==> config.mk <==
export PLATFORM = sky130hd
export DESIGN_NAME = ihpd_top
export DESIGN_NICKNAME = d
export VERILOG_FILES = /design/src/hw/ihpd_pkg.sv /design/src/hw/ihpd_reg_file.sv /design/src/hw/ihpd_top.sv
export VERILOG_INCLUDE_DIRS = /design/src /design/src/hw
export SDC_FILE = /design/constraint.sdc
export NUM_CORES = 1
export LEC_CHECK = 0
export BUFFER_PORTS_ARGS = -buffer_cell sky130_fd_sc_hd__buf_2
export CORE_MARGIN = 4
export CORE_UTILIZATION = 35
export DETAILED_ROUTE_END_ITERATION = 6
export GPL_TIMING_DRIVEN = 0
export HOLD_SLACK_MARGIN = 0.12
export SYNTH_ARGS = -nofsm -noshare
export SYNTH_HDL_FRONTEND = slang
export SYNTH_SLANG_ARGS = --single-unit
==> constraint.sdc <==
create_clock -name CLK_SYS -period 5.85 [get_ports CLK_SYS]
set_input_delay 1.17 -clock CLK_SYS [delete_from_list [all_inputs] [get_ports CLK_SYS]]
set_output_delay 1.17 -clock CLK_SYS [all_outputs]
set_load 0.005 [all_outputs]
==> src/hw/ihpd_params.svh <==
// constants for the indexing and homing path decoder
`ifndef IHPD_PARAMS_SVH
`define IHPD_PARAMS_SVH
`define IHPD_TYPE_INDEX 4'hA
`define IHPD_TYPE_LSB 0
`define IHPD_DIR_LSB 6
`define IHPD_OVERLAP_ALLOW_BIT 5
`define IHPD_INS_BIT 4
`define IHPD_ACC_LSB 8
`define IHPD_SPD_LSB 16
`define IHPD_DLY_LSB 20
`define IHPD_UNIT_LSB 24
`define IHPD_AUTO_BIT 26
`define IHPD_BOOT_LSB 28
`define IHPD_PATH_LSB 0
`define IHPD_MAX_PULSE 32'h000FFFFF
`define IHPD_REG_RESET 32'h00000000
`endif

==> src/hw/ihpd_pkg.sv <==
// types for the indexing and homing path decoder
package ihpd_pkg;
    typedef enum logic [4:0] {
        IHPD_IDLE = 5'h01,
        IHPD_BOOT = 5'h02,
        IHPD_HOME = 5'h04,
        IHPD_RAMP = 5'h08,
        IHPD_MOVE = 5'h10
    } ihpd_state_type;
    typedef enum logic [1:0] {
        IHPD_FWD = 2'h0,
        IHPD_REV = 2'h1,
        IHPD_SHORT = 2'h2,
        IHPD_DIR_BAD = 2'h3
    } ihpd_dir_type;
endpackage

==> src/hw/ihpd_reg_file.sv <==
// four-word record store with registered read data
`timescale 1ns/1ps
module ihpd_reg_file (
    input wire logic CLK_SYS,
    input wire logic RESET_N,
    input wire logic wr_en,
    input wire logic [1:0] wr_sel,
    input wire logic [31:0] wr_data,
    input wire logic [1:0] rd_sel,
    output logic [31:0] rd_data,
    output logic [127:0] words
);
`include "ihpd_params.svh"
    logic [31:0] mem_q [4];
    // settings survive reset like stored parameters, so power-up homing can see them
    always_ff @(posedge CLK_SYS) begin
        if (wr_en) begin
            mem_q[wr_sel] <= wr_data;
        end
        if (!RESET_N) begin
            rd_data <= `IHPD_REG_RESET;
        end else begin
            rd_data <= mem_q[rd_sel];
        end
    end
    genvar g;
    generate
        for (g = 0; g < 4; g++) begin : gen_flat
            assign words[g*32 +: 32] = mem_q[g];
        end
    endgenerate
endmodule

==> src/hw/ihpd_top.sv <==
// indexing and homing path record decoder and sequencer
`timescale 1ns/1ps
module ihpd_top (
    input wire logic CLK_SYS,
    input wire logic RESET_N,
    input wire logic REG_WR,
    input wire logic [1:0] REG_SEL,
    input wire logic [31:0] REG_WDATA,
    output logic [31:0] REG_RDATA,
    input wire logic PATH_START,
    input wire logic MOTION_DONE,
    input wire logic HOME_SENSOR,
    input wire logic INDEX_PULSE,
    input wire logic STOPPED,
    input wire logic [31:0] POS_OFFSET,
    output logic MOVE_VALID,
    output logic [1:0] MOVE_DIR,
    output logic [1:0] SPEED_UNIT,
    output logic [3:0] SPEED_SELECT,
    output logic [3:0] DELAY_SELECT,
    output logic [7:0] ACCEL_SELECT,
    output logic [31:0] MOVE_TARGET,
    output logic MOVE_ABORT,
    output logic OVERLAP_ALLOW,
    output logic HOMING_ACTIVE,
    output logic RAMP_STOP,
    output logic [31:0] ORIGIN_COORD,
    output logic [5:0] NEXT_PATH,
    output logic NEXT_PATH_GO,
    output logic TARGET_ERROR
);
    import ihpd_pkg::*;
`include "ihpd_params.svh"
    typedef struct packed {
        ihpd_state_type st;
        logic [2:0] home_s1;
        logic [2:0] home_s2;
        logic boot_done;
        logic mv;
        logic [1:0] dir;
        logic [1:0] unit;
        logic [3:0] speed_select;
        logic [3:0] dly;
        logic [7:0] acc;
        logic [31:0] tgt;
        logic abort;
        logic overlap_allow;
        logic chain;
        logic homing;
        logic ramp;
        logic [31:0] origin;
        logic [5:0] next;
        logic go;
        logic terr;
    } ihpd_regs_type;
    ihpd_regs_type q, d;
    logic [127:0] words;
    logic [31:0] rd_data;
    logic [31:0] home_ctl, home_org, path_ctl, path_dat;
    ihpd_reg_file u_regs (
        .CLK_SYS(CLK_SYS),
        .RESET_N(RESET_N),
        .wr_en(REG_WR),
        .wr_sel(REG_SEL),
        .wr_data(REG_WDATA),
        .rd_sel(REG_SEL),
        .rd_data(rd_data),
        .words(words)
    );
    assign home_ctl = words[31:0];
    assign home_org = words[63:32];
    assign path_ctl = words[95:64];
    assign path_dat = words[127:96];
    // pin inputs pass two flops; home sensor, index pulse, stopped
    logic [2:0] pins_raw;
    assign pins_raw = {HOME_SENSOR, INDEX_PULSE, STOPPED};
    function automatic logic is_index(input logic [31:0] w);
        return w[`IHPD_TYPE_LSB +: 4] == `IHPD_TYPE_INDEX;
    endfunction
    logic start_ok;
    logic do_load;
    always_comb begin
        d = q;
        start_ok = PATH_START && is_index(path_ctl);
        do_load = 1'b0;
        d.home_s1 = pins_raw;
        d.home_s2 = q.home_s1;
        d.go = 1'b0;
        d.abort = 1'b0;
        case (q.st)
            IHPD_IDLE: begin
                d.mv = 1'b0;
                if (!q.boot_done) begin
                    d.boot_done = 1'b1;
                    if (home_ctl[`IHPD_BOOT_LSB +: 4] == 4'h1) begin
                        d.st = IHPD_HOME;
                        d.homing = 1'b1;
                        d.origin = home_org;
                    end
                end else if (start_ok) begin
                    do_load = 1'b1;
                end
            end
            IHPD_HOME: begin
                // sensor or index level high, after the two flops, ends the search
                if (q.home_s2[2] || q.home_s2[1]) begin
                    d.st = IHPD_RAMP;
                    d.ramp = 1'b1;
                end
            end
            IHPD_RAMP: begin
                if (q.home_s2[0]) begin
                    d.st = IHPD_IDLE;
                    d.ramp = 1'b0;
                    d.homing = 1'b0;
                    d.next = home_ctl[`IHPD_PATH_LSB +: 6];
                    d.go = home_ctl[`IHPD_PATH_LSB +: 6] != 6'h00;
                end
            end
            IHPD_MOVE: begin
                if (start_ok && path_ctl[`IHPD_INS_BIT]) begin
                    // replacement starts at once in place of the running record
                    d.abort = 1'b1;
                    do_load = 1'b1;
                end else if (start_ok && q.overlap_allow) begin
                    do_load = 1'b1;
                end else if (MOTION_DONE) begin
                    d.st = IHPD_IDLE;
                    d.mv = 1'b0;
                    d.go = q.chain;
                end
            end
            default: d.st = IHPD_IDLE;
        endcase
        if (do_load) begin
            if (path_dat > `IHPD_MAX_PULSE) begin
                d.terr = 1'b1;
                d.st = IHPD_IDLE;
                d.mv = 1'b0;
            end else begin
                d.terr = 1'b0;
                d.st = IHPD_MOVE;
                d.mv = 1'b1;
                d.dir = path_ctl[`IHPD_DIR_LSB +: 2];
                d.unit = path_ctl[`IHPD_UNIT_LSB +: 2];
                d.speed_select = path_ctl[`IHPD_SPD_LSB +: 4];
                d.dly = path_ctl[`IHPD_DLY_LSB +: 4];
                d.acc = path_ctl[`IHPD_ACC_LSB +: 8];
                d.tgt = 32'(path_dat + POS_OFFSET);
                d.overlap_allow = path_ctl[`IHPD_OVERLAP_ALLOW_BIT];
                d.chain = path_ctl[`IHPD_AUTO_BIT];
            end
        end
    end
    always_ff @(posedge CLK_SYS) begin
        if (!RESET_N) begin
            q <= '0;
            q.st <= IHPD_IDLE;
            REG_RDATA <= 32'h00000000;
        end else begin
            q <= d;
            REG_RDATA <= rd_data;
        end
    end
    // offset kept out of the homing origin; only moves use it
    always_comb begin
        MOVE_VALID = q.mv;
        MOVE_DIR = q.dir;
        SPEED_UNIT = q.unit;
        SPEED_SELECT = q.speed_select;
        DELAY_SELECT = q.dly;
        ACCEL_SELECT = q.acc;
        MOVE_TARGET = q.tgt;
        MOVE_ABORT = q.abort;
        OVERLAP_ALLOW = q.overlap_allow;
        HOMING_ACTIVE = q.homing;
        RAMP_STOP = q.ramp;
        ORIGIN_COORD = q.origin;
        NEXT_PATH = q.next;
        NEXT_PATH_GO = q.go;
        TARGET_ERROR = q.terr;
    end
endmodule

# After elaboration in Yosys (flattened, before gate mapping)
# Memories as Yosys holds them, arrays and structs flattened. A register that Yosys moved wholly into a read port is not among the register bits.
# Cells that the tools add are included.
# word_totals
reg_bits,110
latch_bits,0
ramBits,128
romBits,0
wordCells,97
n_memories,1
# memory_table
name,words,word_bits,read_ports,rd_ports_with_merged_regs,wr,line,text
u_regs.mem_q,4,32,5,2,1,ihpd_reg_file.sv:14,logic [31:0] mem_q [4];
# op_classes
addsub,1
mul,0
div_mod_pow,0
order_cmp,1
eq_ne,17
shifts,0
n_mux,37
bitwise_logic,2
n_reduce_logical,18
# op_table
cell,count
$mux 53,1
$mux 52,1
$mux 5,9
$add 32x32->32,1
$gt 32x20->1 const B,1
$ne 3x3->1 const B,7
$pmux 5 s4,1
$mux 1,19
$pmux 1 s2,5
$ne 2x2->1 const B,4
$reduce_and 4->1,2
$reduce_and 7->1,1
$reduce_and 2->1,3
$reduce_and 3->1,2
$reduce_bool 6->1,1
$eq 5x1->1 const B,1
$eq 5x3->1 const B,1
$eq 5x4->1 const B,1
$eq 5x5->1 const B,1
$eq 4x1->1 const B,1
$eq 4x4->1 const B,1
$reduce_bool 2->1,2
$logic_and 1x1->1,3
$reduce_bool 3->1,1
4 further kinds,6

# Logic depth before layout (Yosys ltp)
# Gate-level depths: netlist of run 1.
# An unclocked memory read counts as a cell.
# depth
ltp_word,9
ltp_mapped,10
ltp_nobuf,9

# Cells and area by module
# From an unflattened synthesis of run 1, not the netlist that was laid out.
# hier_totals
hier_cells,1155
area_unflattened_um2,12837.3
# by_module_without_submodules
mod,n_inst,cells_each,area_each_um2,seq_area_each_um2
ihpd_top,1,879,7300.8,2822.7
ihpd_reg_file,1,276,5536.6,4484.3

# Worst setup path before layout of run 1
# Ideal clock, no wire load.
# synth_path
kind,input-to-reg
startpoint,in REG_SEL[1]
endpoint,mem u_regs.mem_q[0][0] (enable)
setup_time_ns,0.468
arrival_time_ns,4.439
t_required_ns,5.382
setup_slack_ns,0.943
cell_stages,4
path_cell_list,clkbuf_1 clkbuf_1 clkbuf_1 nor3b_1
# synth_rtl
element,line,text
start: declaration,ihpd_top.sv:7,"input wire logic [1:0] REG_SEL,"
end: declaration,ihpd_reg_file.sv:14,
# No word-level cell before the write port.

# Final worst setup path of run 1
# layout_path
startpoint,in REG_SEL[1]
endpoint,mem u_regs.mem_q[2][9] (enable)
# No word-level cell before the write port.

==> impl_metrics.csv, run 1 <==
group,metric,value,unit
job,maxCapViolations,0,
die,initial_core_util,35.56,%
power,p_leak,6.319,nW
placement,post_dp_cell_area,0.01439,sq mm
critical_path,end_kind,"flip-flop",
routing,drt_iter0_drc,595,
die,fp.dieH,198.3,um
logic_synthesis,synth_ff_type,"dfxtp_1",
critical_path,worstPathRequired,6060,ps
final_layout,stdcell_count,1857,
logic_synthesis,ys_seq_elements,301,
global_route,overflow,0,
timing,timing.final.crit_share,68.80,%
critical_path,critPathLaunchType,"input pin",
clock_network,h-tree-depth,2,
placement,dp_cells,1792,
logic_synthesis,ys_async_sr_fraction,0,%
timing,rsz0062_at_grt,"no",
timing,finalWorstSetupSlack,1825,ps
logic_synthesis,synth_edf_count,128,
logic_synthesis,synth_cell_type_count,62,
clock_network,cts.hold.buffers_added,0,
die,die_w,198.3,um
timing,finalSetupViolCount,0,
logic_synthesis,synthTopCellsByCount,"173 x dfxtp_1, 163 x nand2_1, 128 x edfxtp_1",
power,ir_drop,0.0001763,V
critical_path,worstPathArrival,4230,ps
logic_synthesis,postSynthAreaPerCell,11.26,sq um
routing,wl,38180,um
clock_network,cts-resized-gates,0,
timing,max_freq,0.2485,GHz
logic_synthesis,synth_area,0.01268,sq mm
timing,hold_viol,0,
die,dieArea,0.03933,sq mm
global_route,grt_usage,18.91,%
timing,maxSlewHeadroom,8.271,%
timing,tightestPinTransition,1359,ps
routing,wl_per_cell,20.56,um
final_layout,area_growth,22.65,%
logic_synthesis,yosys_warnings,0,
logic_synthesis,yosysMostFrequentCell,"dfxtp_1",
clock_network,insertion_delay,510,ps
logic_synthesis,synth_nets,1232,
timing,fin_tns_setup,0,ps
global_route,antenna_found_initial,4,
logic_synthesis,netlist_instances,1126,
logic_synthesis,synth_top_area_share,30.32,%
clock_network,postCtsSetupBuffers,0,
critical_path,critPathMaxFanout,17,
clock_network,numCtsBuffers,34,
run_status,status,"finished, final reports clean",
placement,dp_slack,1178,ps
placement,io_buffers,199,
global_route,grt_pass1_vias,9099,
die,pin_count,203,
timing,maxSlewViolCount,0,
global_route,grt_max_degree,19,
routing,via_count,9107,
timing,hold_slack,430.6,ps
global_route,grt_pass1_wl,55860,um
placement,gp_congestion,0.8544,
power,powerDensity,323.4,mW/mm^2
placement,dpl.hpwl,29050,um
routing,ant_nets,0,
clock_network,clkTransAtPathRegs,60,ps
logic_synthesis,netlist_top_cells_area,"edfxtp_1 30%, dfxtp_1 27%, mux4_2 5.7%",
die,core_area,0.03566,sq mm
logic_synthesis,ys_seq_area_share,57.63,%
clock_network,clock-sinks,301,
final_layout,n_fill_cell,3462,
final_layout,nets,1473,
critical_path,path_class,"input pin to flip-flop",
timing,period_minus_slack,4025,ps
final_layout,final_area,0.01555,sq mm
final_layout,seqCellArea,0.007307,sq mm
final_layout,multi_input_area,0.004443,sq mm
clock_network,clock_path_buffers,3,
timing,skew,12.84,ps
routing,drc,0,
routing,drt_pass1_iterations,5,
routing,drt-vias-per-instance,4.904,
die,rows,69,
logic_synthesis,synth_top_cell_by_area,"edfxtp_1",
clock_network,cts_tree,"built",
clock_network,cts_root_buf,"clkbuf_16",
min_path,hold_path_class,"flip-flop to flip-flop",
final_layout,drive_gt1_share,28.38,%
-- kinds of logic after synthesis --
logic type      share of synthesized area, %
buf+inv                                7.441
xor+xnor                               1.589
fa+ha+maj                              3.217
simple gates                           13.91
compound gates                         9.810
flops                                  57.63
mux                                    6.405
-- per-layer routing --
| layer | vias up | part of all wire [%] | GRT usage [%] |
|---|---|---|---|
| li1 | 4419 | - | - |
| met1 | 4368 | 44 | 25.56 |
| met2 | 272 | 49 | 32.42 |
| met3 | 46 | 6.0 | 3.182 |
| met4 | 2 | 1.5 | 3.571 |
| met5 | - | 0.021 | 0 |
-- critical path: stages --
cell and delay (ps):
clkbuf_1 660, clkbuf_1 800, clkbuf_1 530, nand2_1 190, nor2_4 580, buf_16 240
-- power by group --
part           switching [mW]  internal, mW  leakage (nW)
sequential             0.0438          2.28          2.59
clock                   0.849          1.34         0.567
combinational           0.303         0.210          3.17
total                    1.20          3.83          6.32
-- worst paths after layout --
kind | start | end | slack, ps | cells past startpoint
min reg2reg | d[100] | q[100] | 430 | 1
max | REG_SEL[1] | u_regs.mem_q[2][9] | 1830 | 6
max reg2reg | u_regs.mem_q[3][2] | MOVE_TARGET[25] | 2310 | 8
min | d[100] | q[100] | 430 | 1
-- sequential cells by signal, indices dropped and copies added (netlist names) --
register,cells
ACCEL_SELECT,8
DELAY_SELECT,4
HOMING_ACTIVE,1
MOVE_ABORT,1
MOVE_DIR,2
MOVE_TARGET,32
MOVE_VALID,1
NEXT_PATH,6
NEXT_PATH_GO,1
ORIGIN_COORD,32
OVERLAP_ALLOW,1
RAMP_STOP,1
REG_RDATA,32
SPEED_SELECT,4
SPEED_UNIT,2
TARGET_ERROR,1
d,3
q,9
u_regs.mem_q,128
u_regs.rd_data,32
-- layout make-up --
cell class                      count  share of cell area [%]
Sequential cell                   301                   46.99
Multi-Input combinational cell    665                   28.57
Timing Repair Buffer              205                   7.177
Clock buffer                       45                   6.196
Buffer                            153                   5.898
Tap cell                          461                   3.709
Clock inverter                     16                   1.223
Inverter                            7                  0.1690
Antenna cell                        4                 0.06437
-- per-stage QoR --
stage	power (mW)	utilization, %
5_1_grt	5.219	43.58
2_1_floorplan	2.692	-
3_5_place_dp	2.884	40.35
6_report	5.029	43.61
3_3_place_gp	2.871	39.97
4_1_cts	5.074	43.58
-- cells in the final DEF (no fill, tap or decap), drive strengths merged, types with 29 or more instances in the layout --
master,n
dfxtp,173
nand2,163
clkbuf,101
nor2,42
edfxtp,128
ha,31
and2,72
o21ai,29
buf,302
mux4,32
a21oi,109
(Power assumes the default switching activity.)
==> run 2, diff against run 1 <==
==> constraint.sdc (replaced) <==
create_clock -name CLK_SYS -period 3.57 [get_ports CLK_SYS]
set_input_delay 0.714 -clock CLK_SYS [delete_from_list [all_inputs] [get_ports CLK_SYS]]
set_output_delay 0.714 -clock CLK_SYS [all_outputs]
set_load 0.005 [all_outputs]
==> run 2 against run 1 <==
  * First-iteration DRC count grew 6.1%
  * Combinational power grew 65%
  * Total power grew 62%
  * Clock power grew 58%
  * Utilization is essentially flat
  * Clock skew grew 2.6 ps
  * Die area is the same
  * Worst hold slack lost 10 ps
  * Register-to-register slack lost 1800 ps
  * Via count grew 1.2%
  * Largest power group unchanged
==> impl_metrics.csv, run 2 (synthesis results as in run 1) <==
group,metric,value,unit
global_route,grt_usage,19.03,%
die,pin_count,203,
die,die_w,198.3,um
final_layout,utilization,43.60,%
final_layout,layout_commonest_cell,"buf_2",
clock_network,clock_path_buffers,3,
clock_network,numCtsBuffers,35,
global_route,grt_pass1_wl,56280,um
timing,fin_tns_setup,0,ps
min_path,hold_path_class,"input pin to flip-flop",
die,rows,69,
routing,wl_per_cell,20.67,um
clock_network,postCtsSetupBuffers,0,
critical_path,reg2reg_slack,470,ps
critical_path,end_kind,"flip-flop",
clock_network,cts.hold.buffers_added,0,
timing,hold_viol,0,
routing,wl,38450,um
clock_network,clkTransAtPathRegs,60,ps
global_route,grt_max_degree,18,
final_layout,n_fill_cell,3458,
clock_network,cts_root_buf,"clkbuf_16",
routing,drt-vias-per-instance,4.956,
placement,gp_congestion,0.8851,
critical_path,worstPathArrival,3530,ps
clock_network,cts_tree,"built",
final_layout,top_register,"u_regs.mem_q",
global_route,overflow,0,
job,maxCapViolations,0,
critical_path,critPathLaunchType,"input pin",
critical_path,worstPathRequired,3780,ps
critical_path,critPathMaxFanout,17,
final_layout,largest_reg_flops,128,
routing,drt_iter0_drc,631,
critical_path,reg2reg_depth,9,
timing,maxSlewHeadroom,40.18,%
timing,maxSlewViolCount,0,
routing,ant_nets,0,
placement,dpl.hpwl,28790,um
timing,skew,15.49,ps
min_path,whs_path_depth,1,
timing,finalSetupViolCount,0,
clock_network,clock-sinks,301,
clock_network,insertion_delay,500,ps
die,initial_core_util,35.56,%
final_layout,area_growth,22.61,%
clock_network,cts-resized-gates,1,
final_layout,drive_gt1_share,28.12,%
routing,via_count,9218,
placement,io_buffers,199,
min_path,hold_start,"REG_WDATA[18]",
final_layout,nets,1474,
timing,period_minus_slack,3319,ps
routing,drc,0,
global_route,grt_pass1_vias,9151,
die,fp.dieH,198.3,um
critical_path,r2r-end,"MOVE_TARGET[16]",
timing,rsz0062_at_grt,"no",
critical_path,path_class,"input pin to flip-flop",
timing,timing.final.crit_share,92.96,%
power,p_leak,6.308,nW
min_path,min_to,"u_regs.mem_q[0][18]",
power,power,8.134,mW
timing,max_freq,0.3013,GHz
routing,drt_pass1_iterations,5,
global_route,antenna_found_initial,7,
power,powerDensity,523.2,mW/mm^2
power,ir_drop,0.0002815,V
final_layout,layout_common_cells,"203 x buf_2, 173 x dfxtp_1, 163 x nand2_1",
die,dieArea,0.03933,sq mm
clock_network,h-tree-depth,2,
timing,tightestPinTransition,897.3,ps
critical_path,reg2reg_from,"u_regs.mem_q[3][0]",
run_status,status,"finished, final reports clean",
die,core_area,0.03566,sq mm
==> run 2: cell count changes in the layout (fill, tap and decap cells not counted), sizes merged <==
cell / change
clkinvlp: +1
diode: +1
clkinv: -7
clkbuf: +11
inv: -1
bufinv: -3
buf: -1
clkdlybuf4s15: +2
==> run 2: final cells by class <==
type                       instances  area, sq um  area share (%)
clock inverter                     6        63.81          0.4105
clock buffer                      57         1051           6.761
buffer                           153        932.1           5.996
tap                              461        576.8           3.711
multi-input combinational        665         4449           28.62
sequential                       301         7307           47.01
antenna                            5        12.51         0.08049
inverter                           7        26.28          0.1690
timing repair buffer             205         1126           7.244
==> run 2: stage by stage <==
stage	hold slack (ps)	instances	setup WS [ps]	area [sq um]
6_report	420.5	1860	251.3	15540
5_1_grt	414.9	1857	35.46	15540
4_1_cts	405.0	1854	31.35	15510
3_5_place_dp	419.2	1791	-761.1	14400
3_3_place_gp	417.5	1786	-1522	14260
2_1_floorplan	411.9	1126	238.3	12690
==> run 2: power breakdown <==
| group | leakage, nW | switching, mW | total, mW | internal [mW] |
|---|---|---|---|---|
| clock network | 0.536 | 1.38 | 3.47 | 2.09 |
| logic | 3.19 | 0.501 | 0.847 | 0.346 |
| registers | 2.59 | 0.0716 | 3.82 | 3.74 |
==> run 2: how the worst max path moves through the flow <==
stage,endpoint,depth (start not counted),start,slack (ps)
floorplan,u_regs.mem_q[2][0],5,REG_SEL[1],240
global placement,u_regs.mem_q[2][7],5,REG_SEL[1],-1520
detailed placement,u_regs.mem_q[2][7],6,REG_SEL[1],-760
CTS,u_regs.mem_q[3][14],5,REG_SEL[0],30
global route,u_regs.mem_q[2][9],6,REG_SEL[1],40
finish,u_regs.mem_q[2][7],6,REG_SEL[1],250
==> run 2: critical path, cell delays in order <==
cell and delay (ps):
clkdlybuf4s15_1 660, clkbuf_2 530, clkbuf_1 560, nand2_1 200, nor2_4 580, buf_16 240
==> run 2: per-layer routing <==
metal,GRT usage [%],share of wire [%]
met1,25.78,43
met2,32.06,48
met3,3.318,6.5
met4,4.463,1.8
met5,0,0.055
